--- src/design/ssp_pkg.sv ---
// Package for the synchronous serial port I2C control block
package ssp_pkg;

  // Register offsets on the plain register port
  localparam logic [3:0] ADDR_STATUS  = 4'h0;
  localparam logic [3:0] ADDR_CONTROL = 4'h1;
  localparam logic [3:0] ADDR_BUFFER  = 4'h2;
  localparam logic [3:0] ADDR_RELOAD  = 4'h3;
  localparam logic [3:0] ADDR_IRQ_ST  = 4'h4;
  localparam logic [3:0] ADDR_IRQ_MSK = 4'h5;
  localparam logic [3:0] ADDR_PINS    = 4'h6;

  // Status register field positions
  localparam int ST_BUF_FULL     = 0;
  localparam int ST_UPD_ADDR     = 1;
  localparam int ST_START        = 3;
  localparam int ST_STOP         = 4;
  localparam int ST_SAMPLE_PHASE = 7;
  // Control register field positions
  localparam int CT_CLK_REL  = 4;
  localparam int CT_EN       = 5;
  localparam int CT_OV       = 6;
  localparam int CT_WR_COLL  = 7;

  // Reset values
  localparam logic [15:0] RST_CONTROL = 16'h0000;
  localparam logic [15:0] RST_RELOAD  = 16'h0000;
  localparam logic [7:0]  RST_MASK    = 8'h00;

  // Mode select codes
  localparam logic [3:0] MODE_SLV10_SP = 4'hf;
  localparam logic [3:0] MODE_SLV7_SP  = 4'he;
  localparam logic [3:0] MODE_FW_MST   = 4'hb;
  localparam logic [3:0] MODE_MST      = 4'h8;
  localparam logic [3:0] MODE_SLV10    = 4'h7;
  localparam logic [3:0] MODE_SLV7     = 4'h6;

  // Interrupt status bit positions
  localparam int IRQ_WR_COLL = 0;
  localparam int IRQ_OV    = 1;
  localparam int IRQ_START = 2;
  localparam int IRQ_STOP  = 3;

  // Decoded mode
  typedef enum logic [4:0] {
    OP_IDLE  = 5'b00001,
    OP_SLAVE = 5'b00010,
    OP_MST   = 5'b00100,
    OP_FWMST = 5'b01000,
    OP_RSVD  = 5'b10000
  } ssp_op_type;

  // Register port request
  typedef struct packed {
    logic [3:0]  addr;
    logic [15:0] wdata;
    logic        wr;
    logic        rd;
  } ssp_req_type;

endpackage : ssp_pkg

--- src/design/ssp_i2c_ctrl.sv ---
// Control and status logic of the synchronous serial port in I2C modes
`timescale 1ns/100ps
module ssp_i2c_ctrl (
  input  wire logic        clock_i,
  input  wire logic        rstn_i,
  input  wire logic [3:0]  addr_i,
  input  wire logic [15:0] wdata_i,
  input  wire logic        wr_i,
  input  wire logic        rd_i,
  output logic      [15:0] rdata_o,
  input  wire logic        scl_i,
  input  wire logic        sda_i,
  output logic             scl_oe_o,
  output logic             sda_oe_o,
  output logic             port_sel_o,
  input  wire logic        rx_byte_i,
  input  wire logic [7:0]  rx_data_i,
  input  wire logic        tx_busy_i,
  input  wire logic        tx_active_i,
  input  wire logic        sda_drive_i,
  output logic [7:0]       tx_data_o,
  output logic             tx_load_o,
  output logic             irq_o
);

  ////////////////////////////////////////////////////////////////////////
  // Request carrier and synchronisers
  ssp_pkg::ssp_req_type req;
  assign req = '{addr: addr_i, wdata: wdata_i, wr: wr_i, rd: rd_i};

  logic [1:0] scl_meta;
  logic [1:0] sda_meta;
  logic       scl_s;
  logic       sda_s;
  logic       sda_d;

  // Two flops per pin; only the second stage is read
  always_ff @(posedge clock_i)
  begin
    if (!rstn_i)
    begin
      scl_meta <= 2'h3;
      sda_meta <= 2'h3;
      sda_d    <= 1'b1;
    end
    else
    begin
      scl_meta <= {scl_meta[0], scl_i};
      sda_meta <= {sda_meta[0], sda_i};
      sda_d    <= sda_meta[1];
    end
  end
  assign scl_s = scl_meta[1];
  assign sda_s = sda_meta[1];

  ////////////////////////////////////////////////////////////////////////
  // Registers
  logic [7:0]  control;
  logic [15:0] reload;
  logic [7:0]  rx_buf;
  logic        buf_full;
  logic        sample_phase_sel;
  logic        stop_seen;
  logic        start_seen;
  logic [7:0]  irq_st;
  logic [7:0]  irq_mask;

  // Register decode
  wire wr_status = req.wr && req.addr == ssp_pkg::ADDR_STATUS;
  wire wr_ctrl   = req.wr && req.addr == ssp_pkg::ADDR_CONTROL;
  wire wr_buf    = req.wr && req.addr == ssp_pkg::ADDR_BUFFER;
  wire wr_rel    = req.wr && req.addr == ssp_pkg::ADDR_RELOAD;
  wire wr_msk    = req.wr && req.addr == ssp_pkg::ADDR_IRQ_MSK;
  wire rd_buf    = req.rd && req.addr == ssp_pkg::ADDR_BUFFER;
  wire rd_irq    = req.rd && req.addr == ssp_pkg::ADDR_IRQ_ST;

  wire       enable  = control[ssp_pkg::CT_EN];
  wire       clock_release = control[ssp_pkg::CT_CLK_REL];
  wire [3:0] mode    = control[3:0];

  // Mode decode
  function automatic ssp_pkg::ssp_op_type decode_mode(input logic [3:0] m,
                                                     input logic en);
    if (!en)
      return ssp_pkg::OP_IDLE;
    case (m)
      ssp_pkg::MODE_SLV10_SP,
      ssp_pkg::MODE_SLV7_SP,
      ssp_pkg::MODE_SLV10,
      ssp_pkg::MODE_SLV7:  return ssp_pkg::OP_SLAVE;
      ssp_pkg::MODE_MST:    return ssp_pkg::OP_MST;
      ssp_pkg::MODE_FW_MST: return ssp_pkg::OP_FWMST;
      default:              return ssp_pkg::OP_RSVD;
    endcase
  endfunction : decode_mode

  ssp_pkg::ssp_op_type op;
  assign op = decode_mode(mode, enable);
  wire is_slave  = op == ssp_pkg::OP_SLAVE;
  wire is_master = op == ssp_pkg::OP_MST;
  // Start/stop interrupts only for the codes with bit 3 set
  wire sp_irq_en = is_slave && mode[3];

  // Bus condition detection
  wire start_det = enable && scl_s && sda_d && !sda_s;
  wire stop_det  = enable && scl_s && !sda_d && sda_s;
  wire bus_busy  = start_seen && !stop_seen;

  // Collision: master needs an idle bus, slave needs shifter done
  wire wr_coll_ev = wr_buf && enable &&
                    ((is_master && (bus_busy || tx_busy_i)) ||
                     (is_slave && tx_busy_i));
  // Overflow counts only while receiving
  wire ov_ev   = rx_byte_i && buf_full && !tx_active_i;

  // Control register; set beats software clear
  always_ff @(posedge clock_i)
  begin
    if (!rstn_i)
      control <= ssp_pkg::RST_CONTROL[7:0];
    else
    begin
      if (wr_ctrl)
        control <= wdata_i[7:0];
      if (wr_coll_ev)
        control[ssp_pkg::CT_WR_COLL] <= 1'b1;
      if (ov_ev)
        control[ssp_pkg::CT_OV] <= 1'b1;
    end
  end

  // Status, receive buffer and bus flags
  always_ff @(posedge clock_i)
  begin
    if (!rstn_i)
    begin
      rx_buf     <= 8'h00;
      buf_full   <= 1'b0;
      sample_phase_sel <= 1'b0;
      stop_seen  <= 1'b0;
      start_seen <= 1'b0;
      reload     <= ssp_pkg::RST_RELOAD;
    end
    else
    begin
      if (wr_status)
        sample_phase_sel <= wdata_i[ssp_pkg::ST_SAMPLE_PHASE];
      if (wr_rel)
        reload <= wdata_i;
      // Keep old byte on overflow, new byte is lost
      if (rx_byte_i && !buf_full)
        rx_buf <= rx_data_i;
      if (rx_byte_i && !buf_full)
        buf_full <= 1'b1;
      else if (rd_buf)
        buf_full <= 1'b0;
      if (!enable)
      begin
        stop_seen  <= 1'b0;
        start_seen <= 1'b0;
      end
      else if (start_det)
      begin
        start_seen <= 1'b1;
        stop_seen  <= 1'b0;
      end
      else if (stop_det)
      begin
        stop_seen  <= 1'b1;
        start_seen <= 1'b0;
      end
    end
  end

  ////////////////////////////////////////////////////////////////////////
  // Interrupt status, cleared by reading it; new events win
  wire [7:0] irq_ev = {4'h0,
                       stop_det && sp_irq_en,
                       start_det && sp_irq_en,
                       ov_ev,
                       wr_coll_ev};

  always_ff @(posedge clock_i)
  begin
    if (!rstn_i)
    begin
      irq_st   <= 8'h00;
      irq_mask <= ssp_pkg::RST_MASK;
      irq_o    <= 1'b0;
    end
    else
    begin
      irq_st   <= (rd_irq ? 8'h00 : irq_st) | irq_ev;
      if (wr_msk)
        irq_mask <= wdata_i[7:0];
      irq_o    <= |(((rd_irq ? 8'h00 : irq_st) | irq_ev) &
                    (wr_msk ? wdata_i[7:0] : irq_mask));
    end
  end

  ////////////////////////////////////////////////////////////////////////
  // Master clock generator: Fosc / (2 * (reload + 1))
  logic [15:0] brg_cnt;
  logic        scl_gen;

  // Down-counter reloads on expiry; one half period per expiry
  always_ff @(posedge clock_i)
  begin
    if (!rstn_i || !is_master)
    begin
      brg_cnt <= 16'h0000;
      scl_gen <= 1'b1;
    end
    else if (brg_cnt == 16'h0000)
    begin
      brg_cnt <= reload;
      scl_gen <= !scl_gen;
    end
    else
      brg_cnt <= brg_cnt - 16'h0001;
  end

  ////////////////////////////////////////////////////////////////////////
  // Pin control; open drain, so enable means pulling low
  wire next_scl_oe = enable &&
                     ((is_slave && !clock_release) ||
                      (is_master && !scl_gen));
  wire next_sda_oe = enable && (is_master || is_slave) && sda_drive_i;

  always_ff @(posedge clock_i)
  begin
    if (!rstn_i)
    begin
      scl_oe_o   <= 1'b0;
      sda_oe_o   <= 1'b0;
      port_sel_o <= 1'b0;
      tx_data_o  <= 8'h00;
      tx_load_o  <= 1'b0;
    end
    else
    begin
      scl_oe_o   <= next_scl_oe;
      sda_oe_o   <= next_sda_oe;
      port_sel_o <= enable;
      tx_load_o  <= wr_buf && enable && !wr_coll_ev;
      if (wr_buf && !wr_coll_ev)
        tx_data_o <= wdata_i[7:0];
    end
  end

  ////////////////////////////////////////////////////////////////////////
  // Read data, valid the cycle after the strobe
  wire [15:0] status_rd = {8'h00, sample_phase_sel, 2'b00, stop_seen,
                           start_seen, 2'b00, buf_full};
  wire [15:0] rd_mux =
    req.addr == ssp_pkg::ADDR_STATUS  ? status_rd :
    req.addr == ssp_pkg::ADDR_CONTROL ? {8'h00, control} :
    req.addr == ssp_pkg::ADDR_BUFFER  ? {8'h00, rx_buf} :
    req.addr == ssp_pkg::ADDR_RELOAD  ? reload :
    req.addr == ssp_pkg::ADDR_IRQ_ST  ? {8'h00, irq_st} :
    req.addr == ssp_pkg::ADDR_IRQ_MSK ? {8'h00, irq_mask} :
    req.addr == ssp_pkg::ADDR_PINS    ? {14'h0000, sda_s, scl_s} :
    16'h0000;

  always_ff @(posedge clock_i)
  begin
    if (!rstn_i)
      rdata_o <= 16'h0000;
    else
      rdata_o <= req.rd ? rd_mux : 16'h0000;
  end
endmodule : ssp_i2c_ctrl

--- config.mk ---
export PLATFORM = sky130hd
export DESIGN_NAME = ssp_i2c_ctrl
export DESIGN_NICKNAME = d
export VERILOG_FILES = /design/src/design/ssp_pkg.sv /design/src/design/ssp_i2c_ctrl.sv
export SDC_FILE = /design/constraint.sdc
export NUM_CORES = 1
export LEC_CHECK = 0
export ABC_AREA = 0
export BUFFER_PORTS_ARGS = -buffer_cell sky130_fd_sc_hd__buf_2
export CORE_UTILIZATION = 40
export CTS_CLUSTER_SIZE = 24
export DETAILED_ROUTE_END_ITERATION = 8
export PLACE_DENSITY = 0.67
export SETUP_SLACK_MARGIN = 0.2
export SLEW_MARGIN = 20
export SYNTH_ARGS = -nofsm -noshare
export SYNTH_HDL_FRONTEND = slang
export SYNTH_SLANG_ARGS = --single-unit
--- constraint.sdc ---
create_clock -name clock_i -period 2.4 [get_ports clock_i]
set_clock_uncertainty 0.05 [all_clocks]
set_input_delay 0.12 -clock clock_i [delete_from_list [all_inputs] [get_ports clock_i]]
set_output_delay 0.12 -clock clock_i [all_outputs]
set_load 0.1 [all_outputs]
==> flow_summary.yaml <==
grt:
  grt_overflow_total: 0
  grt_pass1_vias: 3528
  grt_max_degree: 25
  gr-usage-all-layers_pct: 20.2
  antenna_found_initial: 0
  grt_pass1_wl_um: 17700
synthesis:
  ys_types: 57
  netlist_area_um2: 4230
  syn_inst: 473
  ys_warn_count: 0
  ys_seq_area_share_pct: 48.8
  synthArstFlopShare_pct: 0
  syn_nets: 512
  synth_edf_count: 0
  synth.avg_cell_area_um2: 8.93
  ys.flop_type: "dfxtp_1"
  synth-seq-cells: 103
pwr:
  ir_drop_mv: 0.457
  power.leakage_nw: 1.98
  p_per_area_nw_per_um2: 602
worst_setup_path:
  crit_path_top_delay_cell: "or4b_4"
  rrSetupSlack_ps: 350
  critPathMaxFanout: 9
  crit_path_cell_trace: "inv_1 -> ha_1 -> or4b_4 -> nor3_4 -> nand3_2 -> buf_4 -> o221a_1"
  r2r-start: "brg_cnt[0]"
  cpPeakStageDelay_ps: 550
  arrival_ps: 2250
  startpoint_type: "register"
  critPathKind: "register to register"
  r2r_cells: 7
  required_ps: 2610
  crit_path_end_kind: "register"
  reg2reg_to: "brg_cnt[13]"
min_path:
  hold_path.startpoint: "wdata_i[0]"
  hold_class: "primary input to register"
  min_to: "control[0]"
  whs_path_depth: 3
sta:
  tns_ps: 0
  hold_violations: 0
  period_share_pct: 85.4
  setup_slack_ps: 351
  setup_viol: 0
  fmax_mhz: 488
  period_needed_ps: 2050
  tightest_slew_ps: 594
  grt_setup_unrepaired: "false"
  maxSlewHeadroom_pct: 60.4
  maxSlewViolCount: 0
status:
  status: "finished, final reports clean"
layout:
  stdcell_area_um2: 5110
  fin_nets: 594
  post-route-util_pct: 49.7
  n_antenna_cell: 0
  final_common_cell: "dfxtp_1"
  stdcell_count: 696
  syn_to_final_growth_pct: 20.9
  regArea_um2: 2060
  nFillCells: 999
  multi_input_area_um2: 1980
  final_cell_mix: "dfxtp_1 (103), nand2_1 (71), buf_2 (66), a21oi_1 (50), nor2_1 (34)"
  drive_gt1_share_pct: 21.4
clocking:
  cts_buffers: 9
  path_clk_slew_ps: 100
  cts_tree: "built"
  cts_sinks: 103
  htreeDepth: 3
  clk_path_buf_depth: 2
  cts.root.buffer_cell: "clkbuf_8"
  clk_latency_ps: 370
detailed_routing:
  first_iter_violations: 310
  ant_nets: 0
  viasPerCell: 5.38
  wl_met1_um: 5010
  dr_wl_met2_um: 4960
  route.vias.total: 3746
  drc: 0
  routed_wl_um: 10800
  dr.max_layer_used: "met4"
  met3_length_um: 650
  wl_per_cell_um: 15.5
  drtPass1Iterations: 6
placement:
  port_buffers: 66
  gp_congestion: 0.871
  dp_cells: 657
  dpl.hpwl_um: 7740
  pre_cts_slack_ps: 213
  place_area_um2: 4670
floorplanning:
  core_area_um2: 10300
  io_pins: 67
  die_h_um: 105
  start_util_pct: 41.1
  die_x_um: 105
  rows: 37
  die-area_um2: 11000
job:
  cap_violations: 0
Yosys cell counts, types with 2 or more instances:
library cell / n / share of area, %
and2_1: 18 / 2.7
mux2i_1: 5 / 1.2
mux2_2: 5 / 1.3
and3_1: 5 / 0.74
buf_2: 7 / 0.83
a222oi_1: 7 / 1.7
or4_1: 2 / 0.36
o2111ai_1: 2 / 0.41
and4b_1: 2 / 0.47
a32o_1: 2 / 0.47
a22oi_1: 13 / 2.3
a21oi_1: 50 / 5.9
clkbuf_1: 19 / 1.7
o21ai_0: 13 / 1.5
nand2_1: 71 / 6.3
nand2_2: 2 / 0.30
a21o_1: 2 / 0.36
nand2b_1: 8 / 1.2
xnor2_1: 8 / 1.7
nand3_1: 20 / 2.4
nor4_1: 3 / 0.44
a211oi_1: 2 / 0.36
nand3b_1: 2 / 0.36
nor2_1: 34 / 3.0
inv_1: 11 / 0.98
nor3_1: 9 / 1.1
a31oi_1: 6 / 0.89
dfxtp_1: 103 / 49
buf_6: 3 / 0.80
nor2b_1: 6 / 0.89
a211oi_2: 7 / 2.1
sequential cells by signal, indices dropped and copies added (netlist names):
signal,flops
control,8
tx_data_o,8
reload,16
irq_o,1
tx_load_o,1
rx_buf,8
scl_meta,2
irq_st,8
irq_mask,8
port_sel_o,1
start_seen,1
stop_seen,1
scl_oe_o,1
sample_phase_sel,1
scl_gen,1
sda_meta,2
sda_oe_o,1
rdata_o,16
brg_cnt,16
sda_d,1
buf_full,1
cell families (layout without fill, tap and decap cells):
family	after synthesis	count (layout)	share of synthesized area, %
flops	103	103	48.8
buf+inv	41	128	4.38
fa+ha+maj	1	1	0.296
compound gates	114	114	18.2
xor+xnor	8	8	1.66
mux	10	10	2.52
simple gates	196	196	24.2
report_power, final:
group / switching (W) / total, W / internal (W)
Sequential: 0.0000169 / 0.00175 / 0.00173
Combinational: 0.000125 / 0.000210 / 0.0000842
Clock: 0.000602 / 0.00112 / 0.000517
Total: 0.000744 / 0.00308 / 0.00233
per-stage QoR:
stage	power, W	hold WS [ps]
6_report	0.00308	8.24
5_1_grt	0.00318	3.36
4_1_cts	0.00309	2.15
3_5_place_dp	0.00197	255
3_3_place_gp	0.00196	250
2_1_floorplan	0.00189	171
worst max-delay path, delay by kind of cell (launching register included):
| kind | cells | cell delay, ps |
|---|---|---|
| AOI/OAI and AO/OA | 1 | 240 |
| adders and majority gates | 1 | 180 |
| DFF | 1 | 350 |
| and+or+nand+nor | 3 | 880 |
| buffers and inverters | 2 | 240 |
routing by layer:
metal / vias to the layer above / track usage (%)
li1: 1834 / -
met1: 1756 / 27.5
met2: 136 / 31.8
met3: 20 / 4.18
met4: 0 / 6.74
met5: - / 0
layout make-up:
cell class / instances / share of cell area [%]
well taps: 136 / 3.33
repair buffers: 101 / 12.7
clock buffers: 10 / 2.69
clock inverters: 6 / 1.32
inverters: 11 / 0.808
multi-input cells: 329 / 38.8
flip-flops and latches: 103 / 40.4
repair_timing:
action | CTS | global route
hold buffers | 22 | 0
endpoints found under the hold margin | 22 | 0
setup endpoints to repair | 0 | 14
resized for setup | 0 | 2
setup buffers | 0 | 1
worst max path at each step:
stage	startpoint	slack (ps)	end
floorplan	brg_cnt[0]	380	brg_cnt[13]
global placement	brg_cnt[0]	270	brg_cnt[13]
detailed placement	brg_cnt[0]	210	brg_cnt[13]
CTS	brg_cnt[0]	200	brg_cnt[13]
global route	brg_cnt[0]	220	brg_cnt[7]
finish	brg_cnt[0]	350	brg_cnt[13]
No activity file was read; power rests on OpenSTA's default activity.
